==> src/hw/pot_pkg.sv <==
// Package for the prescaled overflow timer: register map, field positions,
// reset values, bus phase encoding and shared helper functions.
// Assumes a 32-bit AHB-Lite register bus and one system clock.

package pot_pkg;

  // ------------------------------------------------------------------
  // Register byte offsets (one aligned word each)
  // ------------------------------------------------------------------
  localparam logic [7:0] POT_CTRL_OFF = 8'h00;    // counter_control
  localparam logic [7:0] POT_COUNT_OFF = 8'h04;   // count_value / preload
  localparam logic [7:0] POT_STATUS_OFF = 8'h08;  // Sticky flags, write one to clear
  localparam logic [7:0] POT_MASK_OFF = 8'h0c;    // Interrupt enable, same layout
  localparam logic [7:0] POT_SET_OFF = 8'h10;     // Write one to set a flag

  // ------------------------------------------------------------------
  // Field positions and widths
  // ------------------------------------------------------------------
  localparam int unsigned POT_SRC_BIT = 5;        // clock_source_select
  localparam int unsigned POT_RUN_BIT = 4;        // count_run_enable
  localparam int unsigned POT_PSC_LSB = 0;        // prescale_ratio_select
  localparam int unsigned POT_PSC_W = 3;
  localparam int unsigned POT_OVF_BIT = 0;        // Overflow flag in status/mask/set

  // ------------------------------------------------------------------
  // Reset values and counts
  // ------------------------------------------------------------------
  localparam logic [7:0] POT_CTRL_RESET = 8'h00;
  localparam logic [7:0] POT_COUNT_RESET = 8'h00; // Undefined to software
  localparam logic [7:0] POT_COUNT_FULL = 8'hff;
  localparam int unsigned POT_DIV_W = 7;          // Divide by up to 128

  // ------------------------------------------------------------------
  // Bus data phase, one-hot
  // ------------------------------------------------------------------
  typedef enum logic [2:0] {
    PH_IDLE = 3'b001,
    PH_WRITE = 3'b010,
    PH_READ = 3'b100
  } pot_phase_e;

  // Low bits of the divider that must all be set for a divided pulse
  function automatic logic [POT_DIV_W-1:0] pot_ratio_mask(input logic [POT_PSC_W-1:0] sel);
    logic [POT_DIV_W:0] one_hot;
    one_hot = (POT_DIV_W+1)'(1) << sel;
    return POT_DIV_W'(one_hot - (POT_DIV_W+1)'(1));
  endfunction

endpackage

==> src/hw/pot_prescaler.sv <==
// Prescaler of the overflow timer: divides a source pulse train by 2**sel.
// Assumes src_tick is a one-cycle enable in the hclk domain.
`timescale 1ns/10ps

module pot_prescaler
  import pot_pkg::*;
#(
  parameter int unsigned DIV_W = POT_DIV_W
) (
  // Clock and reset
  input wire logic hclk,
  input wire logic hresetn,
  // Control
  input wire logic enable,
  input wire logic [POT_PSC_W-1:0] sel,
  input wire logic src_tick,
  // Divided pulse
  output logic tick_out
);

  // ------------------------------------------------------------------
  // State
  // ------------------------------------------------------------------
  typedef struct packed {
    logic [DIV_W-1:0] div;  // Source pulses seen
  } pot_psc_s;

  pot_psc_s psc_reg;
  pot_psc_s psc_next;
  logic [DIV_W-1:0] mask;

  // Pulse when the low sel bits are all ones on a source pulse [RULE_02]
  always_comb begin
    mask = DIV_W'(pot_ratio_mask(sel));
    psc_next = psc_reg;
    tick_out = enable && src_tick && ((psc_reg.div & mask) == mask);
    if (!enable) begin
      // Restart the ratio cleanly on each run
      psc_next.div = '0;
    end else if (src_tick) begin
      psc_next.div = psc_reg.div + DIV_W'(1);
    end
  end

  // Register the state
  always_ff @(posedge hclk or negedge hresetn) begin
    if (!hresetn) begin
      psc_reg <= '0;
    end else begin
      psc_reg <= psc_next;
    end
  end
endmodule

==> src/hw/pot_timer.sv <==
// Prescaled overflow timer with AHB-Lite register slave and interrupt.
// Assumes one 40 MHz hclk; low_speed_clock is a slow level sampled here.
//
// Overview of operation
// RULE_01: Bit 5 selects main or low-speed source
// RULE_02: Three-bit field divides by 1 to 128
// RULE_03: Count rises by one per divided pulse
// RULE_04: Overflow past full flags, reloads, keeps counting
// RULE_05: Stopped: preload write also loads the count
// RULE_06: Running: preload write waits for next overflow
// RULE_07: Bit 4 runs counter; clear holds count
// RULE_08: Bits 7,6,3 read zero; fields reset zero
// RULE_09: Count read or preload write blocks ticking
// RULE_10: Overflow sets flag; interrupt needs enable too
// RULE_11: Overflow wakes power-down regardless of enable
// RULE_12: Software presets flag to avoid wake-up
// RULE_13: Software loads count before first enable
// RULE_14: Count read returns running count, not preload
// RULE_15: Flag sticky until cleared; slow source synchronised
//
// The implementer's own choices: the register addresses and register access over AHB-Lite.
`timescale 1ns/10ps

module pot_timer
  import pot_pkg::*;
(
  // Clock and reset
  input wire logic hclk,
  input wire logic hresetn,
  // AHB-Lite slave
  input wire logic hsel,
  input wire logic [31:0] haddr,
  input wire logic [1:0] htrans,
  input wire logic hwrite,
  input wire logic [2:0] hsize,
  input wire logic [31:0] hwdata,
  input wire logic hready,
  output logic hreadyout,
  output logic hresp,
  output logic [31:0] hrdata,
  // Timer environment
  input wire logic low_speed_clock,
  input wire logic power_down,
  // Events
  output logic irq,
  output logic wake_req
);

  // ------------------------------------------------------------------
  // State
  // ------------------------------------------------------------------
  typedef struct packed {
    pot_phase_e phase;     // Bus data phase in progress
    logic [7:0] addr;      // Offset latched in address phase
    logic [31:0] rdata;    // Read data, set up in address phase
    logic src_sel;         // clock_source_select
    logic run;             // count_run_enable
    logic [2:0] psc;       // prescale_ratio_select
    logic [7:0] count;     // Running count
    logic [7:0] preload;   // Reload value
    logic ovf_flag;        // Sticky overflow request
    logic ovf_mask;        // Interrupt enable
    logic [2:0] sub_sync;  // Slow clock sync pair plus edge history
    logic wake;            // One-cycle wake-up pulse
  } pot_state_s;

  pot_state_s r;           // Registered state
  pot_state_s n;           // Next state
  logic acc;               // Address phase taken this cycle
  logic src_tick;          // Prescaler input pulse
  logic psc_tick;          // Divided pulse
  logic inhibit;           // Counter clock suppressed
  logic cnt_tick;          // Pulse that really advances the count
  logic ovf_ev;            // Overflow this cycle
  logic sub_edge;          // Rising edge of the slow source

  // Read view of a register; unmapped offsets read zero
  function automatic logic [31:0] read_mux(input logic [7:0] a, input pot_state_s s);
    logic [31:0] v;
    v = 32'h0000_0000;
    unique case (a)
      POT_CTRL_OFF: begin
        // Bits 7, 6 and 3 stay zero [RULE_08]
        v[POT_SRC_BIT] = s.src_sel;
        v[POT_RUN_BIT] = s.run;
        v[POT_PSC_LSB +: POT_PSC_W] = s.psc;
      end
      POT_COUNT_OFF: begin
        // Live count, never the preload [RULE_14]
        v[7:0] = s.count;
      end
      POT_STATUS_OFF: begin
        v[POT_OVF_BIT] = s.ovf_flag;
      end
      POT_MASK_OFF: begin
        v[POT_OVF_BIT] = s.ovf_mask;
      end
      default: begin
        v = 32'h0000_0000;
      end
    endcase
    return v;
  endfunction

  // ------------------------------------------------------------------
  // Clock source and prescaler
  // ------------------------------------------------------------------

  // Edge seen between second sync stage and its history [RULE_15]
  assign sub_edge = r.sub_sync[1] && !r.sub_sync[2];

  // Main clock ticks every cycle, slow source once per rising edge [RULE_01]
  assign src_tick = r.src_sel ? sub_edge : 1'b1;

  // Divider between source and counter
  pot_prescaler #(
    .DIV_W(POT_DIV_W)
  ) u_prescaler (
    .hclk(hclk),
    .hresetn(hresetn),
    .enable(r.run),
    .sel(r.psc),
    .src_tick(src_tick),
    .tick_out(psc_tick)
  );

  // ------------------------------------------------------------------
  // Bus decode
  // ------------------------------------------------------------------

  // Only single word transfers come; hsize needs no decode
  assign acc = hsel && hready && htrans[1];

  // Clock held off while the count is read or the preload written [RULE_09]
  // One divided pulse may be lost here; that is accepted behaviour.
  assign inhibit = (acc && !hwrite && (haddr[7:0] == POT_COUNT_OFF))
                   || ((r.phase == PH_WRITE) && (r.addr == POT_COUNT_OFF));

  assign cnt_tick = r.run && psc_tick && !inhibit;  // [RULE_03] [RULE_07]
  assign ovf_ev = cnt_tick && (r.count == POT_COUNT_FULL);

  // ------------------------------------------------------------------
  // Next state
  // ------------------------------------------------------------------
  always_comb begin
    n = r;
    n.wake = 1'b0;
    // Slow source enters through two flops
    n.sub_sync = {r.sub_sync[1], r.sub_sync[0], low_speed_clock};

    // Address phase: latch target, prepare read data
    if (acc) begin
      n.addr = haddr[7:0];
      if (hwrite) begin
        n.phase = PH_WRITE;
      end else begin
        n.phase = PH_READ;
        n.rdata = read_mux(haddr[7:0], r);
      end
    end else begin
      n.phase = PH_IDLE;
    end

    // Data phase of a write
    if (r.phase == PH_WRITE) begin
      unique case (r.addr)
        POT_CTRL_OFF: begin
          n.src_sel = hwdata[POT_SRC_BIT];
          n.run = hwdata[POT_RUN_BIT];
          n.psc = hwdata[POT_PSC_LSB +: POT_PSC_W];
        end
        POT_COUNT_OFF: begin
          n.preload = hwdata[7:0];          // [RULE_06]
          if (!r.run) begin
            n.count = hwdata[7:0];          // [RULE_05]
          end
        end
        POT_STATUS_OFF: begin
          if (hwdata[POT_OVF_BIT]) begin
            n.ovf_flag = 1'b0;
          end
        end
        POT_MASK_OFF: begin
          n.ovf_mask = hwdata[POT_OVF_BIT];
        end
        POT_SET_OFF: begin
          // Lets software mask the wake-up before halting
          if (hwdata[POT_OVF_BIT]) begin
            n.ovf_flag = 1'b1;
          end
        end
        default: begin
          // Unmapped write is ignored
        end
      endcase
    end

    // Counting; a count write never coincides since it inhibits
    if (cnt_tick) begin
      if (r.count == POT_COUNT_FULL) begin
        n.count = r.preload;                // [RULE_04]
      end else begin
        n.count = r.count + 8'h01;          // [RULE_03]
      end
    end

    // Overflow event; set after the clear so the set wins [RULE_10] [RULE_15]
    if (ovf_ev) begin
      n.ovf_flag = 1'b1;
      // Wake in power-down unless the flag was already pending [RULE_11]
      n.wake = power_down && !r.ovf_flag;
    end
  end

  // ------------------------------------------------------------------
  // State register
  // ------------------------------------------------------------------
  always_ff @(posedge hclk or negedge hresetn) begin
    if (!hresetn) begin
      r.phase <= PH_IDLE;
      r.addr <= 8'h00;
      r.rdata <= 32'h0000_0000;
      r.src_sel <= POT_CTRL_RESET[POT_SRC_BIT];  // [RULE_08]
      r.run <= POT_CTRL_RESET[POT_RUN_BIT];
      r.psc <= POT_CTRL_RESET[POT_PSC_LSB +: POT_PSC_W];
      r.count <= POT_COUNT_RESET;
      r.preload <= POT_COUNT_RESET;
      r.ovf_flag <= 1'b0;
      r.ovf_mask <= 1'b0;
      r.sub_sync <= 3'h0;
      r.wake <= 1'b0;
    end else begin
      r <= n;
    end
  end

  // ------------------------------------------------------------------
  // Outputs
  // ------------------------------------------------------------------
  assign hreadyout = 1'b1;                  // Zero wait states
  assign hresp = 1'b0;                      // Always OKAY
  assign hrdata = r.rdata;
  assign irq = r.ovf_flag && r.ovf_mask;    // [RULE_10]
  assign wake_req = r.wake;
endmodule

==> config.mk <==
export PLATFORM = sky130hd
export DESIGN_NAME = pot_timer
export DESIGN_NICKNAME = d
export VERILOG_FILES = /design/src/hw/pot_pkg.sv /design/src/hw/pot_prescaler.sv /design/src/hw/pot_timer.sv
export SDC_FILE = /design/constraint.sdc
export NUM_CORES = 1
export LEC_CHECK = 0
export BUFFER_PORTS_ARGS = -buffer_cell sky130_fd_sc_hd__buf_4
export CAP_MARGIN = 20
export CORE_MARGIN = 1
export CORE_UTILIZATION = 41
export CTS_CLUSTER_SIZE = 40
export DETAILED_ROUTE_END_ITERATION = 10
export GPL_TIMING_DRIVEN = 0
export PLACE_DENSITY = 0.79
export REMOVE_ABC_BUFFERS = 1
export SYNTH_ARGS = -nofsm -noshare
export SYNTH_HDL_FRONTEND = slang
export SYNTH_SLANG_ARGS = --single-unit
==> constraint.sdc <==
create_clock -name hclk -period 2.4 [get_ports hclk]
set_clock_uncertainty 0.05 [all_clocks]
set_input_delay 0.12 -clock hclk [delete_from_list [all_inputs] [get_ports hclk]]
set_output_delay 0.12 -clock hclk [all_outputs]
set_load 0.1 [all_outputs]
## Word level (Yosys, flattened, before mapping)

Index checks and enable logic that the tools add are counted.

- Add/subtract/negate cells: 3
- Multipliers: 0
- Div/mod/pow operators: 0
- Magnitude comparators: 0
- Equal/unequal tests: 14
- Shifts and indexed selects: 1
- Mux-type cells: 21
- Bitwise gates (word level): 2
- Reduce and logical (&&, ||, !) cells: 30

Operators with widths:

| operator | number |
|---|---|
| $eq 8x4->1 const B | 4 |
| $mux 8 | 3 |
| $mux 18 | 1 |
| $eq 8x3->1 const B | 2 |
| $logic_not 8->1 | 2 |
| $mux 16 | 1 |
| $mux 7 | 2 |
| $logic_and 1x1->1 | 13 |
| $add 8x1->8 const B | 1 |
| $eq 8x5->1 const B | 1 |
| $eq 8x8->1 const B | 1 |
| $pmux 2 s2 | 2 |
| $reduce_and 2->1 | 4 |
| $add 7x1->7 const B | 1 |
| $and 7x7->7 | 1 |
| $eq 7x7->1 | 1 |
| $mux 1 | 7 |
| $shl 1x3->7 const A | 1 |
| $sub 7x1->7 const B | 1 |
| $mux 3 | 2 |
| $ne 3x3->1 const B | 2 |
| $reduce_bool 2->1 | 3 |
| $logic_not 1->1 | 4 |
| $ne 2x1->1 const B | 2 |
| other kinds (9) | 9 |

- Bits in registers: 53
- Latch bits: 0
- RAM bits: 0
- Bits in read-only memories: 0
- Input port bits: 76
- Output and inout bits: 36
- Word-level logic and storage cells: 84
- Memories kept: 0

## Depth between registers and ports, before layout

Gate-level depths: netlist of the first run.

- Depth after elaboration: 10
- Gate-level depth with buffers: 12
- Depth with buffers taken out: 9

## Hierarchy

From an unflattened synthesis of the first run, not the netlist that was laid out.

- Cells, all modules: 254
- Area, all modules: 2,830.2 um^2

By module, submodules not included:

| module | times used | cells each | area an instance (um^2) | seq. area each (um^2) |
|---|---|---|---|---|
| pot_timer | 1 | 214 | 2,432.3 | 1,152.4 |
| pot_prescaler | 1 | 40 | 397.9 | 175.2 |

## Least setup slack after synthesis of the first run

No wires, ideal clock.

- Kind: register to register
- Start point: reg r[24] (netlist bit)
- End point: reg r[17] (netlist bit)
- Library setup time: 123 ps
- Arrival: 2,201 ps
- Required time: 2,227 ps
- Setup slack: 26 ps
- Stages on the path, launching flop included: 11
- Path buffers: 3
- Period minus slack after synthesis: 2,374 ps
- Cells stage by stage: dfrtp_1 > buf_6 > or3_4 > ha_1 > or3_1 > nand4_1 > nand4bb_1 > buf_6 > buf_6 > nand2_2 > o221a_2

- Cells in the longest elaborated chain, start to end: 9
- Elaborated cells between the ends (all ways): 12
- Those cells by class: add/sub: 1; eq/ne: 2; shift: 1; mux: 1; bitwise: 1; reduce/logical: 6

Ends and longest elaborated chain:

| item | RTL line | source |
|---|---|---|
| start, declared | pot_timer.sv:67 | `pot_state_s r;` |
| start signal, assigned | pot_timer.sv:233 | `r <= n;` |
| $shl 1x3->7 * | pot_pkg.sv:45 | `one_hot = (POT_DIV_W+1)'(1) << sel;` |
| $sub 7x1->7 * | pot_pkg.sv:46 | `return POT_DIV_W'(one_hot - (POT_DIV_W+1)'(1));` |
| $and 7x7->7 | pot_prescaler.sv:36 | `tick_out = enable && src_tick && ((psc_reg.div & mask) == mask);` |
| $eq 7x7->1 * | pot_prescaler.sv:36 |  |
| $logic_and 1x1->1 * | pot_prescaler.sv:36 |  |
| $logic_and 1x1->1 * (2 in a row) | pot_timer.sv:139 | `assign cnt_tick = r.run && psc_tick && !inhibit;` |
| $ne 2x1->1 (no source line) or $reduce_bool 2->1 (tied branches) | -- |  |
| $reduce_and 3->1 (no source line) | -- |  |

Every way passes the cells marked *; elsewhere a longest branch is shown, timed or not.
A chain may end at the register's enable or synchronous reset.

## Worst setup path after layout of the first run

- Start point: reg r[23] (netlist bit)
- End point: reg r[16] (netlist bit)

The elaborated chain is that of the path after synthesis.

==> key figures, run 1 <==
Outcome
  – Status: finished, violations left
  – Failing checks: setup timing

Place
  – GP Congestion: 0.7844
  – Port bufs: 33
  – Post-place setup slack: -0.7426 ns
  – Area after DPL: 0.003047 mm^2
  – HPWL Detailed: approximately 3800 um

Cells and area
  – Layout cells sized above 1: around a third
  – Total area of sequential cells: 0.001331 mm^2
  – Antenna diode count: 0
  – Multi-input gate area in the final layout: 0.001418 mm^2
  – Fin area: approximately 0.0034 mm^2
  – Max reg flops: 35
  – Area growth, synth to finish: 17.25%
  – Final Core Density: between 40% and 50%
  – Net count reported at finish: roughly 390
  – Fill cell count: 616

Die
  – Core Area: 0.006832 mm^2
  – Die ar.: 0.007436 mm^2
  – Width of the chip: ~86 um
  – IO Pins: 112
  – Starting density of the core: 42.58%
  – Rows: 30
  – Die H: 86.24 um

Critical path
  – Cells along the critical path: or3_4 > ha_4 > nand3_2 > o2111a_1 > nand4_1 > nand4bb_4 > mux2i_1 > a221o_1
  – Top delay family on crit path: simple AND/OR/NAND/NOR gates
  – Buf/Inv on CP: 0
  – CP max-delay cell: dfrtp_2
  – WP data required: 2.55 ns
  – Reg2reg setup slack: -0.002 ns
  – Critical Path Sink Type: flop
  – Crit path arrival time: 2.55 ns
  – Setup crit start: r[23]
  – Worst r2r dst: r[16]
  – Critical path depth: 8
  – CP endpoint: r[16]
  – FF-to-FF path depth: 8
  – CP startpoint kind: flop
  – Crit path largest cell delay: 0.42 ns
  – Worst reg2reg startpoint: r[23]
  – CP max FO: 6
  – Crit path kind: flop to flop

Synthesis
  – Top_reg_cell synth: dfrtp_1
  – Synthesized area per cell: 10.90 um^2
  – Synth cell types: 54
  – Ys Warns: 0
  – Post-synth ARST share: 100.0%
  – Synth Register Bits: between 50 and 60
  – Post-Syn Instances: about 270
  – Sequential area share after synthesis: 45.63%
  – EDFF count, synth: 0
  – Mapped Area: a little under 0.003 mm^2

Route
  – DR DRC count: 0
  – First-pass DRT Iterations: 4
  – Vias per cell: 5.084
  – Iteration-0 DRC Markers: 182
  – DRT Wirelength: slightly below 6000 um
  – Via count: just over 2,000
  – Wire per inst: 14.55 um
  – Routed Antenna Nets: 0

Power and ir drop
  – PwrDens: 569.8 mW/mm^2
  – Total power: 0.001944 W
  – Peak supply drop: about 0.00024 V
  – Leakage: 1.529 nW

Clocking
  – Clk sinks: 53
  – Clk slew on worst S/H paths: 0.09 ns
  – Worst-Skew Late Latency: 0.31 ns
  – Clock Tree Root: clkbuf_8
  – H-tree lvl count: 2
  – CTS max path bufs: 2
  – TritonCTS clock tree: done
  – Num CTS Buffers: 5

Global routing
  – Vias in the first global route: around 2,000
  – Initial antenna violation count: 0
  – Tot GR Track Use: 16.69%
  – Overflow after GRT: 0
  – Largest net degree at the start of global routing: 54
  – First-pass GRT wire length: 9556 um

STA
  – Fin. Hold Viols: 0
  – Maximum clock rate: 416.3 MHz
  – Setup_tns: -0.002080 ns
  – Worst Tran Pin Value: 0.8101 ns
  – Slew Viols, Final: 0
  – Rel. slew slack: 45.49%
  – Final Critical Period: 2.402 ns
  – Final setup viols: 1
  – Final Cycle Share: 100.1%
  – Unrepaired setup endpoints after global routing: yes
  – Final WS setup: -0.002080 ns

Min path
  – Hold Crit Class: primary input to flop

Job
  – Max-cap viol count: 0
## cell type report
cell class / instances / area share, %
Clock buffer: 7 / 2.238
Clock inverter: 1 / 0.2201
Inverter: 9 / 0.9905
Multi-Input combinational cell: 187 / 41.56
Sequential cell: 53 / 39.03
Tap cell: 96 / 3.522
Timing Repair Buffer: 53 / 12.44
## logic make-up after synthesis
family | share of synthesized area [%]
other | 0.2582
and+or+nand+nor | 16.95
DFF | 45.63
AOI/OAI and AO/OA | 10.71
adders and majority gates | 1.290
xor gates and xnor gates | 2.710
muxes | 10.28
buffers and inverters | 12.17
## cells in the mapped netlist, types with 4 or more instances
cell	count	area share, %
dfrtp_1	52	45
buf_4	34	8.8
nand2_1	23	3.0
mux2_2	21	8.1
nor2_1	15	1.9
nand3_1	10	1.7
inv_1	9	1.2
and2_1	8	1.7
xnor2_1	6	1.8
a21oi_1	5	0.86
o21ai_0	5	0.86
a22o_1	4	1.2
a22oi_1	4	1.0
buf_6	4	1.5
clkbuf_1	4	0.52
mux2i_1	4	1.4
nand2b_1	4	0.86
or3_1	4	0.86
## power by group
part           internal, W  switching [W]  total (W)
sequential        0.000955      0.0000747    0.00103
combinational     0.000130       0.000282   0.000412
clock             0.000207       0.000294   0.000501
total              0.00129       0.000651    0.00194
## cells in the final DEF, fill, tap and decap left out, types with 6 or more instances in the layout
cell type and instances:
inv_1 9, buf_4 43, nand3_1 9, xnor2_1 6, and2_1 8, conb_1 26
dlygate4sd3_1 9, nor2_1 14, dfrtp_1 49, nand2_1 22, mux2_2 21
## worst min path at each step
| stage | to | cells after the start | slack [ns] | start |
|---|---|---|---|---|
| floorplan | hrdata[0] | 0 | -0.23 | hresetn |
| detailed placement | u_prescaler.psc_reg[2] | 1 | 0.15 | hresetn |
| global placement | u_prescaler.psc_reg[2] | 1 | 0.15 | hresetn |
| CTS | r[9] | 2 | 0.002 | hwdata[3] |
| finish | r[9] | 2 | 0.004 | hwdata[3] |
| global route | r[9] | 2 | 0.005 | hwdata[3] |
## timing repair
action / 4_1_cts / 5_1_grt
endpoints found under the setup margin: 10 / 8
pin swaps: 2 / 9
hold endpoints to repair: 60 / 0
setup buffers: 6 / 5
hold buffers: 9 / 0
gates resized for setup: 8 / 11
cloned: 1 / 0
## metrics by stage
stage | hold slack (ns) | cells
finish | 0.004477 | 406
global route | 0.005478 | 406
CTS | 0.002151 | 401
detailed placement | 0.1468 | 377
global placement | 0.1465 | 377
floorplan | -0.2256 | 248
## routing by layer
metal / share of wire [%] / up-vias / global-route usage [%] / wire (um)
met5: 0 / - / 0 / 0
met4: 2.9 / 0 / 8.182 / 171
met3: 4.6 / 15 / 2.286 / 273
met2: 47 / 88 / 26.55 / 2771
met1: 46 / 999 / 22.53 / 2692
li1: - / 962 / - / -
Power figures use the tool's default switching activity.
==> inputs of run 2 (changes only) <==
--- a/config.mk
+++ b/config.mk
@@ -12,7 +12,7 @@
 export CTS_CLUSTER_SIZE = 40
 export DETAILED_ROUTE_END_ITERATION = 10
 export GPL_TIMING_DRIVEN = 0
-export PLACE_DENSITY = 0.79
+export PLACE_DENSITY = 0.72
 export REMOVE_ABC_BUFFERS = 1
 export SYNTH_ARGS = -nofsm -noshare
 export SYNTH_HDL_FRONTEND = slang
==> key figures, run 2 (synthesis results as in run 1) <==
Place
  – HPWL Detailed: 3820 um (-0.39%)
  – GP Congestion: 0.8035 (+2.4%)
  – Port bufs: 33 (unchanged)

Min path
  – Hold Crit Class: primary input to flop
  – Hold path depth: 2 (unchanged)

Clocking
  – Worst-Skew Late Latency: 0.31 ns (about the same)
  – Num CTS Buffers: 5 (unchanged)
  – Clock Tree Root: clkbuf_8
  – Clk slew on worst S/H paths: 0.10 ns (about the same)
  – TritonCTS clock tree: done
  – CTS max path bufs: 2 (unchanged)
  – Clk sinks: 53 (unchanged)
  – H-tree lvl count: 2 (unchanged)

Die
  – Core Area: 0.006832 mm^2 (unchanged)
  – Starting density of the core: 42.58% (unchanged)
  – Width of the chip: 86.24 um (unchanged)
  – Rows: 30 (unchanged)
  – IO Pins: 112 (unchanged)
  – Die ar.: 0.007436 mm^2 (unchanged)
  – Die H: 86.24 um (unchanged)

Route
  – Vias per cell: 5.092 (+0.17%)
  – Wire per inst: 14.63 um (+0.56%)
  – First-pass DRT Iterations: 4 (unchanged)
  – DR DRC count: 0 (unchanged)
  – Via count: 2,093 (+1.4%)
  – Iteration-0 DRC Markers: 122 (-33%)
  – DRT Wirelength: 6014 um (+1.8%)
  – Routed Antenna Nets: 0 (unchanged)

Critical path
  – CP max FO: 5 (-1)
  – Critical Path Sink Type: flop
  – Crit path kind: flop to flop
  – WP data required: 2.55 ns (about the same)
  – Reg2reg setup slack: -0.11 ns (-0.11 ns)
  – Crit path arrival time: 2.66 ns (+0.11 ns)
  – CP startpoint kind: flop
  – FF-to-FF path depth: 10 (+2)

STA
  – Slew Viols, Final: 0 (unchanged)
  – Final setup viols: 6 (+5)
  – Rel. slew slack: 35.01% (-10 points)
  – Worst Tran Pin Value: 0.9659 ns (+0.1558 ns)
  – Final Cycle Share: 104.7% (+4.6 points)
  – Unrepaired setup endpoints after global routing: yes
  – Final hold slack: 0.01037 ns (+0.005890 ns)
  – Final WS setup: -0.1127 ns (-0.1106 ns)
  – Maximum clock rate: 398.0 MHz (-4.4%)
  – Fin. Hold Viols: 0 (unchanged)
  – Final Critical Period: 2.513 ns (+0.1106 ns)

Cells and area
  – Commonest cells after routing, fill and taps aside: 49 x dfrtp_1, 42 x buf_4, 26 x conb_1
  – Area growth, synth to finish: 20.47%
  – Final Core Density: 51.30% (+1.4 points)
  – Commonest non-fill, non-tap cell in the layout: dfrtp_1
  – Fill cell count: 634 (+2.9%)
  – Layout cells sized above 1: 33.02% (+0.11 points)
  – Net count reported at finish: 393 (+1.3%)
  – Antenna diode count: 0 (unchanged)
  – Max reg flops: 35 (unchanged)

Power and ir drop
  – PwrDens: 598.8 mW/mm^2 (+5.1%)
  – Peak supply drop: 0.0003385 V (+44%)
  – Leakage: 1.575 nW (+3.0%)

Global routing
  – Overflow after GRT: 0 (unchanged)
  – Tot GR Track Use: 16.79% (+0.10 points)
  – Largest net degree at the start of global routing: 54 (unchanged)
  – Initial antenna violation count: 0 (unchanged)
  – Vias in the first global route: 1,992 (-0.70%)
  – First-pass GRT wire length: 9708 um (+1.6%)

Job
  – Max-cap viol count: 0 (unchanged)

Outcome
  – Failing checks: setup timing
  – Status: finished, violations left
run 2: area by class of cell:
| class | count | area, um^2 | share of cell area (%) |
|---|---|---|---|
| well taps | 96 | 120.1 | 3.427 |
| clock inverters | 2 | 37.54 | 1.071 |
| multi-input cells | 187 | 1419 | 40.49 |
| clock buffers | 6 | 82.58 | 2.356 |
| inverters | 9 | 33.78 | 0.9639 |
| flip-flops and latches | 53 | 1331 | 37.99 |
| repair buffers | 58 | 480.5 | 13.71 |
run 2: power by group:
| group | total (W) | leakage, nW | internal [W] | switching (W) |
|---|---|---|---|---|
| clock network | 0.000643 | 0.0574 | 0.000339 | 0.000303 |
| logic | 0.000426 | 0.847 | 0.000143 | 0.000284 |
| registers | 0.00103 | 0.670 | 0.000955 | 0.0000741 |
| total | 0.00210 | 1.57 | 0.00144 | 0.000661 |
run 2: worst max-delay path, stage by stage, from the launching register on:
cell and delay, ns:
dfrtp_2 0.42, or3_4 0.41, ha_4 0.19, buf_4 0.13, o31ai_2 0.31, o21ai_2 0.15, buf_4 0.16, nand4bb_4 0.14
buf_4 0.14, nor2_1 0.05, a221o_1 0.27
run 2: layer usage:
metal | vias up | wire length, um | track usage, %
met2 | 85 | 2965 | 27.71
met4 | 0 | 59 | 5.000
met1 | 1032 | 2701 | 22.63
met3 | 6 | 288 | 3.048
li1 | 970 | - | -
met5 | - | 0 | 0
run 2: worst paths after layout:
path	startpoint	to
worst min-delay path	hwdata[3]	r[9]
max in group asynchronous	hresetn	r[24]
min in group asynchronous	hresetn	u_prescaler.psc_reg[2]
worst max register to register	r[23]	r[16]
worst max-delay path	r[23]	r[16]
worst min register to register	n[2]	n[3]
run 2: timing repair:
item	in CTS	in global routing
endpoints found under the hold margin	65	0
cloned	1	0
pin swaps	1	10
hold buffers	12	0
setup endpoints to repair	10	8
gates resized for setup	9	13
setup buffers	7	6
run 2: stage by stage:
stage          total power, W  setup WS (ns)  instances  cell area (um^2)  TNS [ns]
2_1_floorplan        0.001327        -0.2667        248              2679    -1.358
3_3_place_gp         0.001413        -0.6621        377              3047    -5.185
3_5_place_dp         0.001422        -0.6755        377              3047    -5.200
4_1_cts              0.002091       0.003198        405              3393         0
5_1_grt              0.002185        -0.1762        411              3505   -0.9342
6_report             0.002099        -0.1127        411              3505   -0.3860
==> inputs of run 3 (changes only) <==
==> constraint.sdc (replaced) <==
create_clock -name hclk -period 2.4 [get_ports hclk]
set_clock_uncertainty 0.05 [all_clocks]
set_input_delay 0.48 -clock hclk [delete_from_list [all_inputs] [get_ports hclk]]
set_output_delay 0.48 -clock hclk [all_outputs]
set_load 0.1 [all_outputs]
==> key figures, run 3 (synthesis results as in run 1) <==
Route
  – Vias per cell: 4.942 (-3.0%)
  – DR DRC count: 0 (unchanged)
  – Via count: 1,962 (-6.3%)
  – DRT Wirelength: 5645 um (-6.1%)
  – First-pass DRT Iterations: 4 (unchanged)
  – Routed Antenna Nets: 0 (unchanged)
  – Iteration-0 DRC Markers: 109 (-11%)
  – Wire per inst: 14.22 um (-2.8%)

Power and ir drop
  – PwrDens: 620.6 mW/mm^2 (+3.6%)
  – Total power: 0.002070 W (-1.4%)
  – Psw: 0.0006521 W (-1.4%)
  – Leakage: 1.514 nW (-3.9%)
  – Logic pwr share: 19.2% (-1.1 points)
  – Switching portion of total power: 31.50% (about the same)
  – Peak supply drop: 0.0003285 V (-2.9%)
  – Clk pwr share: 31.1% (+0.5 points)
  – Internal power: 0.001418 W (-1.4%)
  – Reg power frac: 49.7% (+0.7 points)

Outcome
  – Failing checks: setup timing
  – Status: finished, violations left

STA
  – Final setup viols: 1 (-5)
  – Worst Tran Pin Value: 0.9109 ns (-0.05501 ns)
  – Rel. slew slack: 38.71% (+3.7 points)
  – Unrepaired setup endpoints after global routing: yes
  – Final hold slack: 0.1429 ns (+0.1325 ns)
  – Final WS setup: -0.03343 ns (+0.07928 ns)
  – Maximum clock rate: 410.9 MHz (+3.3%)
  – Slew Viols, Final: 0 (unchanged)
  – Fin. Hold Viols: 0 (unchanged)
  – Final Critical Period: 2.433 ns (-0.07928 ns)
  – Setup_tns: -0.03343 ns (+0.3526 ns)
  – Final Cycle Share: 101.4% (-3.3 points)

Die
  – Width of the chip: 86.24 um (unchanged)
  – Core Area: 0.006832 mm^2 (unchanged)
  – Starting density of the core: 42.58% (unchanged)
  – Die ar.: 0.007436 mm^2 (unchanged)
  – IO Pins: 112 (unchanged)
  – Rows: 30 (unchanged)
  – Die H: 86.24 um (unchanged)

Clocking
  – Clk slew on worst S/H paths: 0.10 ns (about the same)
  – Hold buffers post-CTS: 0 (-12)
  – Clock Tree Root: clkbuf_8
  – Num CTS Buffers: 5 (unchanged)
  – Clk sinks: 53 (unchanged)
  – H-tree lvl count: 2 (unchanged)
  – Worst-Skew Late Latency: 0.31 ns (about the same)
  – TritonCTS clock tree: done
  – CTS max path bufs: 2 (unchanged)

Global routing
  – First-pass GRT wire length: 9466 um (-2.5%)
  – Vias in the first global route: 1,915 (-3.9%)
  – Overflow after GRT: 0 (unchanged)
  – Tot GR Track Use: 16.41% (-0.39 points)
  – Largest net degree at the start of global routing: 54 (unchanged)
  – Initial antenna violation count: 0 (unchanged)

Critical path
  – CP max FO: 6 (+1)
  – WP data required: 2.56 ns (about the same)
  – Critical Path Sink Type: flop
  – Crit path arrival time: 2.59 ns (-0.07 ns)
  – Crit path kind: flop to flop
  – CP startpoint kind: flop

Min path
  – Hold Crit Class: primary input to async pin

Cells and area
  – Max reg flops: 35 (unchanged)
  – Net count reported at finish: 379 (-3.6%)
  – Layout cells sized above 1: 33.55% (+0.54 points)
  – Fill cell count: 658 (+3.8%)
  – Antenna diode count: 0 (unchanged)
  – Commonest non-fill, non-tap cell in the layout: dfrtp_1
  – Area growth, synth to finish: 14.67%
  – Commonest cells after routing, fill and taps aside: 49 x dfrtp_1, 44 x buf_4, 26 x conb_1

Place
  – Post-place setup slack: -0.9192 ns (-0.2438 ns)
  – Port bufs: 33 (unchanged)
  – GP Congestion: 0.8035 (unchanged)
  – HPWL Detailed: 3820 um (unchanged)

Job
  – Max-cap viol count: 0 (unchanged)
## run 3: cell types whose count changed in the layout (fill, tap and decap cells not counted), sizes merged
cell / previous run / this run
buf: 46 / 44
dlygate4sd3: 12 / 0
## run 3: final cells by class
class	instances	area [um^2]	area share, %
Multi-Input combinational cell	187	1400	41.97
Sequential cell	53	1331	39.91
Timing Repair Buffer	44	330.3	9.902
Tap cell	96	120.1	3.601
Clock buffer	6	82.58	2.476
Clock inverter	2	37.54	1.125
Inverter	9	33.78	1.013
## run 3: repair_timing
item / in CTS / in global routing
setup buffers: 9 / 2
resized for setup: 8 / 7
pin swaps: 2 / 8
cloned: 1 / 0
endpoints found under the hold margin: 0 / 0
setup endpoints to repair: 10 / 10
## run 3: power by group through the flow
stage	clock network [W]	registers, W	logic [W]
finish	0.000643	0.00103	0.000398
global route	0.000686	0.00104	0.000428
CTS	0.000660	0.00103	0.000388
detailed placement	0	0.00105	0.000372
global placement	0	0.00105	0.000367
floorplan	0	0.00103	0.000299
## run 3: final timing paths
| check | from | to | slack, ns | cells after the start |
|---|---|---|---|---|
| hold reg to reg | n[2] | n[3] | 0.31 | 0 |
| setup reg to reg | r[23] | r[16] | -0.03 | 7 |
| setup / recovery | r[23] | r[16] | -0.03 | 7 |
| min in group hclk | low_speed_clock | n[2] | 0.22 | 1 |
| hold / removal | hresetn | hrdata[5] | 0.14 | 1 |
| max in group asynchronous | hresetn | r[24] | 1.69 | 1 |
## run 3: per-stage QoR
| stage | utilization (%) | area [um^2] | cells |
|---|---|---|---|
| after floorplan | - | 2679 | 248 |
| after global placement | 44.60 | 3047 | 377 |
| after detailed placement | 44.60 | 3047 | 377 |
| after CTS | 47.95 | 3276 | 395 |
| after global routing | 48.83 | 3336 | 397 |
| final | 48.83 | 3336 | 397 |
## run 3: worst max-delay path, stage by stage (launching register included)
cell and delay (ns):
dfrtp_2 0.42, or3_4 0.41, ha_4 0.27, o2111a_1 0.19, nand4_1 0.15, nand4bb_4 0.33, mux2i_1 0.17, a221o_1 0.34
## run 3: metal layers
| layer | vias up | share of wire [%] | global-route usage [%] |
|---|---|---|---|
| li1 | 945 | - | - |
| met1 | 950 | 47 | 22.46 |
| met4 | 0 | 1.1 | 5.000 |
| met5 | - | 0 | 0 |
| met3 | 6 | 4.1 | 3.048 |
| met2 | 61 | 48 | 26.55 |
